<file path="src/ahcp_pkg.sv">
// Summary of operation
// - REF bit 12 set disconnects internal bandgap
// - Gain register selects 0 to 7 dB
// - Flag out of range beyond reference span
// - Flag shares the data pipeline latency
// - Add offset register value when correction enabled
// - Test modes drive fixed internal input voltages
// - Data bus driven only while enable low
// - Full scale at plus/minus span, zero mid
// - Correction bit zero enables, one disables
// - Offset is signed, -128 to 127 LSB
// - Codes 000 and 100 select normal input
// - Format bit: 0 binary, 1 twos complement
`default_nettype none
package ahcp_pkg;
   localparam int DATA_W = 14;
   localparam int ADDR_W = 2;
   localparam int PIPE_DEPTH = 3;
   localparam logic [1:0] ADDR_RESULT = 2'h0;
   localparam logic [1:0] ADDR_GAIN = 2'h1;
   localparam logic [1:0] ADDR_OFFSET = 2'h2;
   localparam logic [1:0] ADDR_CONTROL = 2'h3;
   localparam logic [13:0] RESET_VAL = 14'h0000;
   localparam int GAIN_W = 3;
   localparam int OFFS_W = 8;
   localparam int BIT_PWD = 13;
   localparam int BIT_REF = 12;
   localparam int BIT_FOR = 11;
   localparam int BIT_TM_LO = 8;
   localparam int BIT_OFF = 7;
   localparam logic [13:0] MIDSCALE = 14'h2000;
   localparam logic [13:0] CODE_MAX = 14'h3fff;
   localparam logic [13:0] CODE_MIN = 14'h0000;
   localparam logic [14:0] SPAN_MAX = 15'h3fff;
   typedef enum logic [2:0] {
      TM_NORMAL = 3'h0, TM_BOTH_NEG = 3'h1, TM_HALF_NEG = 3'h2, TM_POS_NEG = 3'h3,
      TM_NORMAL2 = 3'h4, TM_BOTH_POS = 3'h5, TM_NEG_HALF = 3'h6, TM_NEG_POS = 3'h7
   } ahcp_tm_t;
endpackage : ahcp_pkg
`default_nettype wire

</file>
<file path="src/ahcp_corrector.sv">
`default_nettype none
module ahcp_corrector
   import ahcp_pkg::*;
(
   // Raw code, straight binary
   input wire logic [DATA_W-1:0] rawCode,
   input wire logic [OFFS_W-1:0] offsetVal,
   input wire logic offDisable,
   input wire logic twosFmt,
   // Result
   output logic [DATA_W-1:0] outCode
);
   logic signed [DATA_W+1:0] sum;
   logic [DATA_W-1:0] clamped;
   // Signed offset sign-extended; disabled when bit set
   assign sum = $signed({2'b00, rawCode})
      + (offDisable ? '0 : (DATA_W+2)'($signed(offsetVal)));
   // Saturate instead of wrapping
   assign clamped = sum < 0 ? CODE_MIN
      : (sum > $signed({2'b00, CODE_MAX}) ? CODE_MAX : sum[DATA_W-1:0]);
   assign outCode = twosFmt ? (clamped ^ MIDSCALE) : clamped;
endmodule : ahcp_corrector
`default_nettype wire

</file>
<file path="src/ahcp_top.sv">
`default_nettype none
module ahcp_top
   import ahcp_pkg::*;
#(
   parameter int PIPE = PIPE_DEPTH
) (
   // Clock and reset
   input wire logic clk_sys,
   input wire logic rst,
   // Host bus
   input wire logic [ADDR_W-1:0] busAddr,
   input wire logic csN,
   input wire logic wrN,
   input wire logic oeN,
   input wire logic [DATA_W-1:0] busDin,
   output logic [DATA_W-1:0] busDout,
   output logic busOeN,
   // Converter core, one sample per clock enable
   input wire logic sampleEn,
   input wire logic signed [DATA_W:0] diffIn,
   // Analog control
   output logic [GAIN_W-1:0] gainStage,
   output logic bandgapPinExt,
   output logic powerDown,
   output logic [2:0] testModeSelect,
   output logic testActive,
   output logic outOfRangeFlag
);
   logic [DATA_W-1:0] gain_q, offset_q, ctrl_q;
   logic [DATA_W-1:0] code_q [PIPE];
   logic ovr_q [PIPE];
   logic [DATA_W-1:0] rawCode, corrCode, readMux, result_q;
   localparam int TM_W = $bits(ahcp_tm_t);
   logic overRange, hostWrite, hostRead;
   logic hiSide, loSide, selGain, selOffset, selControl;
   ahcp_tm_t tmSel;

   // Upper span end; the top code is one LSB short of the positive reference
   function automatic logic aboveSpan(input logic signed [DATA_W:0] d);
      aboveSpan = d > ($signed({1'b0, SPAN_MAX}) >>> 1);
   endfunction : aboveSpan

   // Lower span end sits exactly at the negated reference
   function automatic logic belowSpan(input logic signed [DATA_W:0] d);
      belowSpan = d < -($signed({1'b0, MIDSCALE}));
   endfunction : belowSpan

   // Register address match, shared by the write and read paths
   function automatic logic isAddr(input logic [ADDR_W-1:0] a, input logic [ADDR_W-1:0] r);
      isAddr = a == r;
   endfunction : isAddr

   assign hostWrite = !csN && !wrN;
   assign hostRead = !csN && !oeN;
   assign selGain = isAddr(busAddr, ADDR_GAIN);
   assign selOffset = isAddr(busAddr, ADDR_OFFSET);
   assign selControl = isAddr(busAddr, ADDR_CONTROL);
   assign tmSel = ahcp_tm_t'(ctrl_q[BIT_TM_LO +: TM_W]);

   // Quantise the difference, span maps 0..16383, zero to midscale
   assign hiSide = aboveSpan(diffIn);
   assign loSide = belowSpan(diffIn);
   assign overRange = hiSide || loSide;
   // Both ends saturate, so an overdriven input never folds back
   assign rawCode = loSide ? CODE_MIN
      : hiSide ? CODE_MAX
      : DATA_W'(diffIn + $signed({1'b0, MIDSCALE}));

   // Settings sampled at the conversion entry only
   ahcp_corrector uCorr (
      .rawCode(rawCode),
      .offsetVal(offset_q[OFFS_W-1:0]),
      .offDisable(ctrl_q[BIT_OFF]),
      .twosFmt(ctrl_q[BIT_FOR]),
      .outCode(corrCode)
   );

   always_ff @(posedge clk_sys) begin
      if (rst) begin
         gain_q <= RESET_VAL;
         offset_q <= RESET_VAL;
         ctrl_q <= RESET_VAL;
      end else if (hostWrite) begin
         // The result address is read only, a write there is dropped
         if (selGain) gain_q <= busDin;
         if (selOffset) offset_q <= busDin;
         if (selControl) ctrl_q <= busDin;
      end
   end

   // Data and flag travel the same stages
   always_ff @(posedge clk_sys) begin
      if (rst) begin
         for (int i = 0; i < PIPE; i++) begin
            code_q[i] <= RESET_VAL;
            ovr_q[i] <= 1'b0;
         end
      end else if (sampleEn) begin
         code_q[0] <= corrCode;
         ovr_q[0] <= overRange;
         for (int i = 1; i < PIPE; i++) begin
            code_q[i] <= code_q[i-1];
            ovr_q[i] <= ovr_q[i-1];
         end
      end
   end

   assign readMux = selGain ? gain_q
      : selOffset ? offset_q
      : selControl ? ctrl_q : code_q[PIPE-1];

   always_ff @(posedge clk_sys) begin
      if (rst) begin
         result_q <= RESET_VAL;
         busOeN <= 1'b1;
         gainStage <= '0;
         bandgapPinExt <= 1'b0;
         powerDown <= 1'b0;
         testModeSelect <= '0;
         testActive <= 1'b0;
         outOfRangeFlag <= 1'b0;
      end else begin
         result_q <= readMux;
         busOeN <= !hostRead;
         gainStage <= gain_q[GAIN_W-1:0];
         bandgapPinExt <= ctrl_q[BIT_REF];
         powerDown <= ctrl_q[BIT_PWD];
         testModeSelect <= tmSel;
         testActive <= !(tmSel == TM_NORMAL || tmSel == TM_NORMAL2);
         outOfRangeFlag <= ovr_q[PIPE-1];
      end
   end
   assign busDout = result_q;

   a_oe_follow: assert property (@(posedge clk_sys) disable iff (rst)
      !csN && !oeN |=> !busOeN) else $error("bus not driven");
   a_oe_release: assert property (@(posedge clk_sys) disable iff (rst)
      (csN || oeN) |=> busOeN) else $error("bus driven while off");
   a_ref_bit: assert property (@(posedge clk_sys) disable iff (rst)
      hostWrite && busAddr == ADDR_CONTROL |=> ##1 bandgapPinExt == $past(busDin[BIT_REF], 2))
      else $error("ref select wrong");
   a_gain_set: assert property (@(posedge clk_sys) disable iff (rst)
      hostWrite && busAddr == ADDR_GAIN |=> ##1 gainStage == $past(busDin[GAIN_W-1:0], 2))
      else $error("gain wrong");
   a_test_norm: assert property (@(posedge clk_sys) disable iff (rst)
      ctrl_q[BIT_TM_LO +: TM_W-1] == '0 |=> !testActive) else $error("test mode on");
   a_test_on: assert property (@(posedge clk_sys) disable iff (rst)
      ctrl_q[BIT_TM_LO +: TM_W-1] != '0 |=> testActive) else $error("test mode off");
   a_ovr_stage: assert property (@(posedge clk_sys) disable iff (rst)
      sampleEn && overRange |=> ovr_q[0]) else $error("flag lost");
   a_zero_code: assert property (@(posedge clk_sys) disable iff (rst)
      diffIn == 0 |-> rawCode == MIDSCALE) else $error("zero code wrong");
   a_clamp_hi: assert property (@(posedge clk_sys) disable iff (rst)
      !ctrl_q[BIT_FOR] && rawCode == CODE_MAX && !ctrl_q[BIT_OFF] && !offset_q[OFFS_W-1]
      |-> corrCode == CODE_MAX) else $error("no clamp");
   a_off_dis: assert property (@(posedge clk_sys) disable iff (rst)
      ctrl_q[BIT_OFF] && !ctrl_q[BIT_FOR] |-> corrCode == rawCode)
      else $error("offset applied while disabled");
   a_pwr_bit: assert property (@(posedge clk_sys) disable iff (rst)
      hostWrite && selControl |=> ##1 powerDown == $past(busDin[BIT_PWD], 2))
      else $error("power down select wrong");
   a_addr0_ro: assert property (@(posedge clk_sys) disable iff (rst)
      hostWrite && isAddr(busAddr, ADDR_RESULT)
      |=> $stable(ctrl_q) && $stable(gain_q) && $stable(offset_q))
      else $error("write to result address took effect");
   a_pipe_hold: assert property (@(posedge clk_sys) disable iff (rst)
      !sampleEn |=> $stable(code_q[PIPE-1]) && $stable(ovr_q[PIPE-1]))
      else $error("pipeline moved without a sample");
   a_pipe_step: assert property (@(posedge clk_sys) disable iff (rst)
      sampleEn |=> code_q[PIPE-1] == $past(code_q[PIPE-2])
      && ovr_q[PIPE-1] == $past(ovr_q[PIPE-2]))
      else $error("flag and data stages out of step");
   a_flag_out: assert property (@(posedge clk_sys) disable iff (rst)
      1'b1 |=> outOfRangeFlag == $past(ovr_q[PIPE-1]))
      else $error("flag output not aligned");
   a_ovr_clear: assert property (@(posedge clk_sys) disable iff (rst)
      sampleEn && !overRange |=> !ovr_q[0]) else $error("false range flag");
   a_fmt_mid: assert property (@(posedge clk_sys) disable iff (rst)
      ctrl_q[BIT_FOR] && ctrl_q[BIT_OFF] && rawCode == MIDSCALE |-> corrCode == '0)
      else $error("twos complement zero wrong");
   a_off_mid: assert property (@(posedge clk_sys) disable iff (rst)
      !ctrl_q[BIT_OFF] && !ctrl_q[BIT_FOR] && rawCode == MIDSCALE
      |-> corrCode == MIDSCALE
      + {{(DATA_W-OFFS_W){offset_q[OFFS_W-1]}}, offset_q[OFFS_W-1:0]})
      else $error("offset not added at midscale");
   a_clamp_lo: assert property (@(posedge clk_sys) disable iff (rst)
      !ctrl_q[BIT_FOR] && rawCode == CODE_MIN && !ctrl_q[BIT_OFF] && offset_q[OFFS_W-1]
      |-> corrCode == CODE_MIN) else $error("no clamp at bottom");
   a_tm_out: assert property (@(posedge clk_sys) disable iff (rst)
      1'b1 |=> testModeSelect == $past(ctrl_q[BIT_TM_LO +: TM_W]))
      else $error("test mode select wrong");
   a_rd_gain: assert property (@(posedge clk_sys) disable iff (rst)
      hostRead && selGain |=> busDout == $past(gain_q))
      else $error("gain read back wrong");
   a_rd_ctrl: assert property (@(posedge clk_sys) disable iff (rst)
      hostRead && selControl |=> busDout == $past(ctrl_q))
      else $error("control read back wrong");
   a_rd_offs: assert property (@(posedge clk_sys) disable iff (rst)
      hostRead && selOffset |=> busDout == $past(offset_q))
      else $error("offset read back wrong");
   // Scenarios the bench is expected to reach
   c_write_ctrl: cover property (@(posedge clk_sys) hostWrite && busAddr == ADDR_CONTROL);
   c_read_res: cover property (@(posedge clk_sys) hostRead && busAddr == ADDR_RESULT);
   c_ovr: cover property (@(posedge clk_sys) outOfRangeFlag);
   c_test: cover property (@(posedge clk_sys) testActive);
   c_offset: cover property (@(posedge clk_sys)
      sampleEn && !ctrl_q[BIT_OFF] && offset_q != '0);
endmodule : ahcp_top
`default_nettype wire
</file>
<file path="config.mk">
export PLATFORM = sky130hd
export DESIGN_NAME = ahcp_top
export DESIGN_NICKNAME = d
export VERILOG_FILES = /design/src/ahcp_pkg.sv /design/src/ahcp_corrector.sv /design/src/ahcp_top.sv
export SDC_FILE = /design/constraint.sdc
export NUM_CORES = 1
export LEC_CHECK = 0
export ABC_AREA = 0
export BUFFER_PORTS_ARGS = -buffer_cell sky130_fd_sc_hd__clkbuf_2
export CORE_MARGIN = 4
export CORE_UTILIZATION = 55
export DETAILED_ROUTE_END_ITERATION = 10
export GPL_TIMING_DRIVEN = 0
export PLACE_DENSITY = 0.76
export SETUP_SLACK_MARGIN = 0.02
export SYNTH_ARGS = -nofsm -noshare
export SYNTH_HDL_FRONTEND = slang
export SYNTH_SLANG_ARGS = --single-unit
</file>
<file path="constraint.sdc">
create_clock -name clk_sys -period 3.91 [get_ports clk_sys]
set_clock_uncertainty 0.2 [all_clocks]
set_input_delay 0 -clock clk_sys [delete_from_list [all_inputs] [get_ports clk_sys]]
set_output_delay 0 -clock clk_sys [all_outputs]
set_load 0.01 [all_outputs]
</file>
Word-level counts from Yosys, hierarchy flattened
Memory sizes are Yosys's and may differ from the RTL's. A register that Yosys moved wholly into a read port is not among the register bits.
Index checks and enable logic that the tools add are counted.

cells by class
  $add $sub $neg = 2
  $lt $le $gt $ge = 4
  eq/ne operators = 4
  multiplexer cells = 20
  bitwise gates (word level) = 7
  reduce and logical (&&, ||, !) cells = 13

operators by type and width
  cell                    number
  $mux 14                 11
  $add 14x16->16          1
  $gt 16x15->1 const B    1
  $lt 16x1->1 const B     1
  $mux 16                 1
  $gt 15x14->1 const B    1
  $lt 15x14->1 const B    1
  $add 14x14->14 const B  1
  $mux 1                  8
  $or 1x1->1              6
  $reduce_and 2->1        3
  $logic_not 1->1         5
  $eq 2x2->1 const B      2
  $eq 3x3->1 const B      1
  $logic_not 3->1         1
  $eq 2x1->1 const B      1
  $logic_and 1x1->1       2
  $logic_or 1x1->1        2
  $not 1->1               1

word-level totals
  flip-flop bits (word level) = 66
  memory bits (writable) = 45
  input bits = 37
  memories kept = 2

memory list
  name    depth  width  read ports  clocked after memory_dff  write ports  line            source
  code_q  3      14     3           0                         3            ahcp_top.sv:30  logic [DATA_W-1:0] code_q [PIPE];
  ovr_q   3      1      3           1                         3            ahcp_top.sv:31  logic ovr_q [PIPE];

Logic depth before layout (Yosys ltp)
  word-level depth = 10
  mapped depth = 14
  mapped depth without buffers = 13

By module
Synthesis repeated with hierarchy kept, for this count alone.

unflattened totals
  cells, all modules = 497
  area, all modules = 5527.8 µm²

by module, submodules not included
  module          instances  cells an instance  area each (µm²)  sequential area each (µm²)
  ahcp_top        1          355                4494.3           2692.6
  ahcp_corrector  1          142                1033.5           0.0

Worst setup path after synthesis
OpenSTA, ideal clock, no wires.

  kind = input -> register
  start point = input port diffIn[13]
  end point = memory code_q[0][13], data pin
  arrival = 2.585 ns
  path slack = 0.867 ns
  stages on the path = 14
  path buffers = 1
  path through = nor2b_1 > clkbuf_1 > nor2_1 > nor2_1 > ha_1 > inv_1 > fa_1 > nor2b_1 > o2111ai_2 > a21oi_2 > o32a_4 > xor2_1 > o41a_1 > mux2i_1

RTL lines
  what             line            source
  start, declared  ahcp_top.sv:20  input wire logic signed [DATA_W:0] diffIn,
  end, declared    ahcp_top.sv:30

==> results_dict.tcl <==
set metrics [dict create \
    status "completed" \
    ff_latch_area_sq_mm 0.00269 \
    drive_gt1_share_pct 16.9 \
    syn_inst 510 \
    htree_num_levels 3 \
    antenna_found_initial 0 \
    start_util_pct 57.4 \
    finalMaxSlewViolations 0 \
    yosys-top-cells-count "nand2_1 (97), dfxtp_1 (67), a21oi_1 (66), edfxtp_1 (45), nor2b_1 (35)" \
    finalCriticalPeriod_ns 3.69 \
    numCtsBuffers 9 \
    syn-num-nets 563 \
    yosysWarnings 0 \
    ys.flop_type "dfxtp_1" \
    timing.hold.ws_ns 0.0179 \
    path_clk_slew_ns 0.11 \
    fin_tns_setup_ns 0 \
    numPortBuffers 60 \
    yosysMostFrequentCell "nand2_1" \
    fin_nets 656 \
    worstPathArrival_ns 3.62 \
    ys_seq_elements 112 \
    wl_per_cell_microns 15.4 \
    route.antenna.remaining_nets 0 \
    cts_root_buf "clkbuf_8" \
    syn_area_sq_mm 0.00510 \
    yosys-top-cells-area "edfxtp_1 (26%), dfxtp_1 (26%), nand2_1 (7.1%), a21oi_1 (6.5%), mux4_2 (6.2%)" \
    grt_usage_pct 20.7 \
    leakagePower_nw 2.38 \
    routed_wl_microns 11000 \
    netlist.area_leader.share_pct 26.5 \
    timing.fmax_ghz 0.271 \
    die_width_microns 104 \
    p_per_area_mw_per_mm2 370 \
    dr.pass1.iters 5 \
    grt_pass1_vias 3843 \
    ys_seq_area_share_pct 52.8 \
    die_area_sq_mm 0.0109 \
    avgViaCountPerCell 5.44 \
    rsz0062_at_grt "no" \
    die_y_microns 104 \
    fin_crit_sh_pct 94.5 \
    path_class "input pin to flip-flop" \
    grt_first_pass_wirelength_microns 18100 \
    cts_tree "built" \
    clockBufferDepth 2 \
    crit_required_ns 3.84 \
    hold_class "input pin to flip-flop" \
    critPathLaunchType "input pin" \
    critPathCaptureType "flip-flop" \
    dp_slack_ns 0.203 \
    place_inst 678 \
    max_cap_viol_count 0 \
    yosys.area.top_type "edfxtp_1" \
    numClockSinks 112 \
    ys_types 42 \
    placementRows 34 \
    setup_viol 0 \
    core_sq_mm 0.00889 \
    overflow 0 \
    area_delta_synth_final_pct 16.8 \
    async_flop_share_pct 0 \
    antenna_cells 0 \
    worst_slack_ns 0.216 \
    grt_max_degree 46 \
    stdcell_count 716 \
    place_congestion 0.899 \
    worst_pin_slew_ns 1.02 \
    fillers 690 \
    drt_iter0_drc 271 \
    hold_viol_final 0 \
    multiInputGateArea_sq_mm 0.00226 \
    path_max_fanout 10 \
    io_pins 62 \
    post-cts-setup-buffers 0 \
    fin_util_pct 67.0 \
    synth-edff-count 45 \
    drc 0 \
    syn_avg_cell_area_sq_um 10.0 \
    clkLatencyLatePin_ns 0.38 \
    detailed_place_hpwl_microns 7790 \
    slew_headroom_pct 31.8 \
    vias 3895 \
    ir_drop_v 0.000189 \
]
==> cell type report <==
cell class                      instances  area share [%]
Sequential cell                       112            45.2
Clock buffer                           10            2.31
Timing Repair Buffer                   82            8.74
Inverter                                6           0.378
Tap cell                              108            2.27
Clock inverter                          6            1.01
Buffer                                 33            2.21
Multi-Input combinational cell        359            37.9
==> registers in the layout, summed over array words and instances (netlist names) <==
register and cells:
busDout 14, offset_q 14, powerDown 1, gain_q 14, testActive 1, ctrl_q 14
ovr_q 3, gainStage 3, testModeSelect 3, outOfRangeFlag 1, bandgapPinExt 1, busOeN 1
code_q 42
==> layer usage <==
layer | GRT usage [%] | routed length (microns) | up-vias
met5 | 0 | 0 | -
met4 | 8.64 | 213 | 0
met3 | 3.54 | 654 | 19
met2 | 36.2 | 5530 | 141
met1 | 25.3 | 4630 | 1800
li1 | - | - | 1935
==> kinds of logic (layout without fill, tap and decap cells) <==
kind of cell / count (synthesis) / count (layout) / synth area share (%)
AOI/OAI and AO/OA: 99 / 99 / 11.4
xor gates and xnor gates: 15 / 15 / 2.58
adders and majority gates: 16 / 16 / 4.07
buffers and inverters: 39 / 137 / 2.97
DFF: 112 / 112 / 52.8
muxes: 15 / 15 / 6.38
and+or+nand+nor: 214 / 214 / 19.8
==> path summary, 6_finish.rpt <==
check / cells past startpoint / slack (ns) / end / from
hold / removal: 5 / 0.02 / gain_q[1] / busAddr[1]
setup / recovery: 16 / 0.22 / code_q[0][13] / diffIn[13]
setup reg to reg: 12 / 0.43 / code_q[0][10] / ctrl_q[7]
hold reg to reg: 2 / 0.26 / ctrl_q[0] / ctrl_q[0]
==> cells in the final DEF (no fill, tap or decap), types with 2 or more instances in the layout <==
master	count
clkbuf_1	27
nor2b_1	35
nand3_1	5
edfxtp_1	45
mux4_2	14
xnor2_1	9
clkbuf_8	10
inv_1	6
xor2_1	6
a2111oi_0	2
o21ai_0	9
and2_1	30
dfxtp_1	67
a21oi_2	2
a21oi_1	66
a31oi_1	2
or2_2	3
a21o_1	4
nor2_1	34
clkbuf_2	63
o211ai_1	3
inv_6	3
ha_1	15
buf_2	3
nand2b_1	3
nand2_1	97
a211oi_1	3
dlygate4sd3_1	22
==> power by group <==
part	leakage (nW)	total, mW	internal, mW	switching [mW]
clock network	0.103	0.683	0.267	0.416
logic	1.24	0.241	0.102	0.138
registers	1.04	1.28	1.26	0.0154
==> through the flow <==
stage / area [sq um] / power, mW
3_5_place_dp: 5540 / 1.53
3_3_place_gp: 5540 / 1.52
5_1_grt: 5960 / 2.29
2_1_floorplan: 5100 / 1.45
4_1_cts: 5950 / 2.21
6_report: 5960 / 2.20
==> critical path: stages <==
cell	delay, ns
dlygate4sd3_1	0.53
clkbuf_2	0.11
nor2b_1	0.34
clkbuf_2	0.29
nor2_1	0.06
nor2_1	0.10
ha_1	0.20
inv_1	0.07
fa_1	0.42
nor2b_1	0.20
o2111ai_2	0.17
a21oi_2	0.26
o32a_4	0.22
xor2_1	0.06
o41a_1	0.46
mux2i_1	0.13
==> what timing repair did <==
action	in CTS	in global routing
hold buffers	22	0
endpoints found under the hold margin	56	0
endpoints found under the setup margin	0	12
gates resized for setup	0	4
Note: power is estimated with default switching activity, not from simulation.
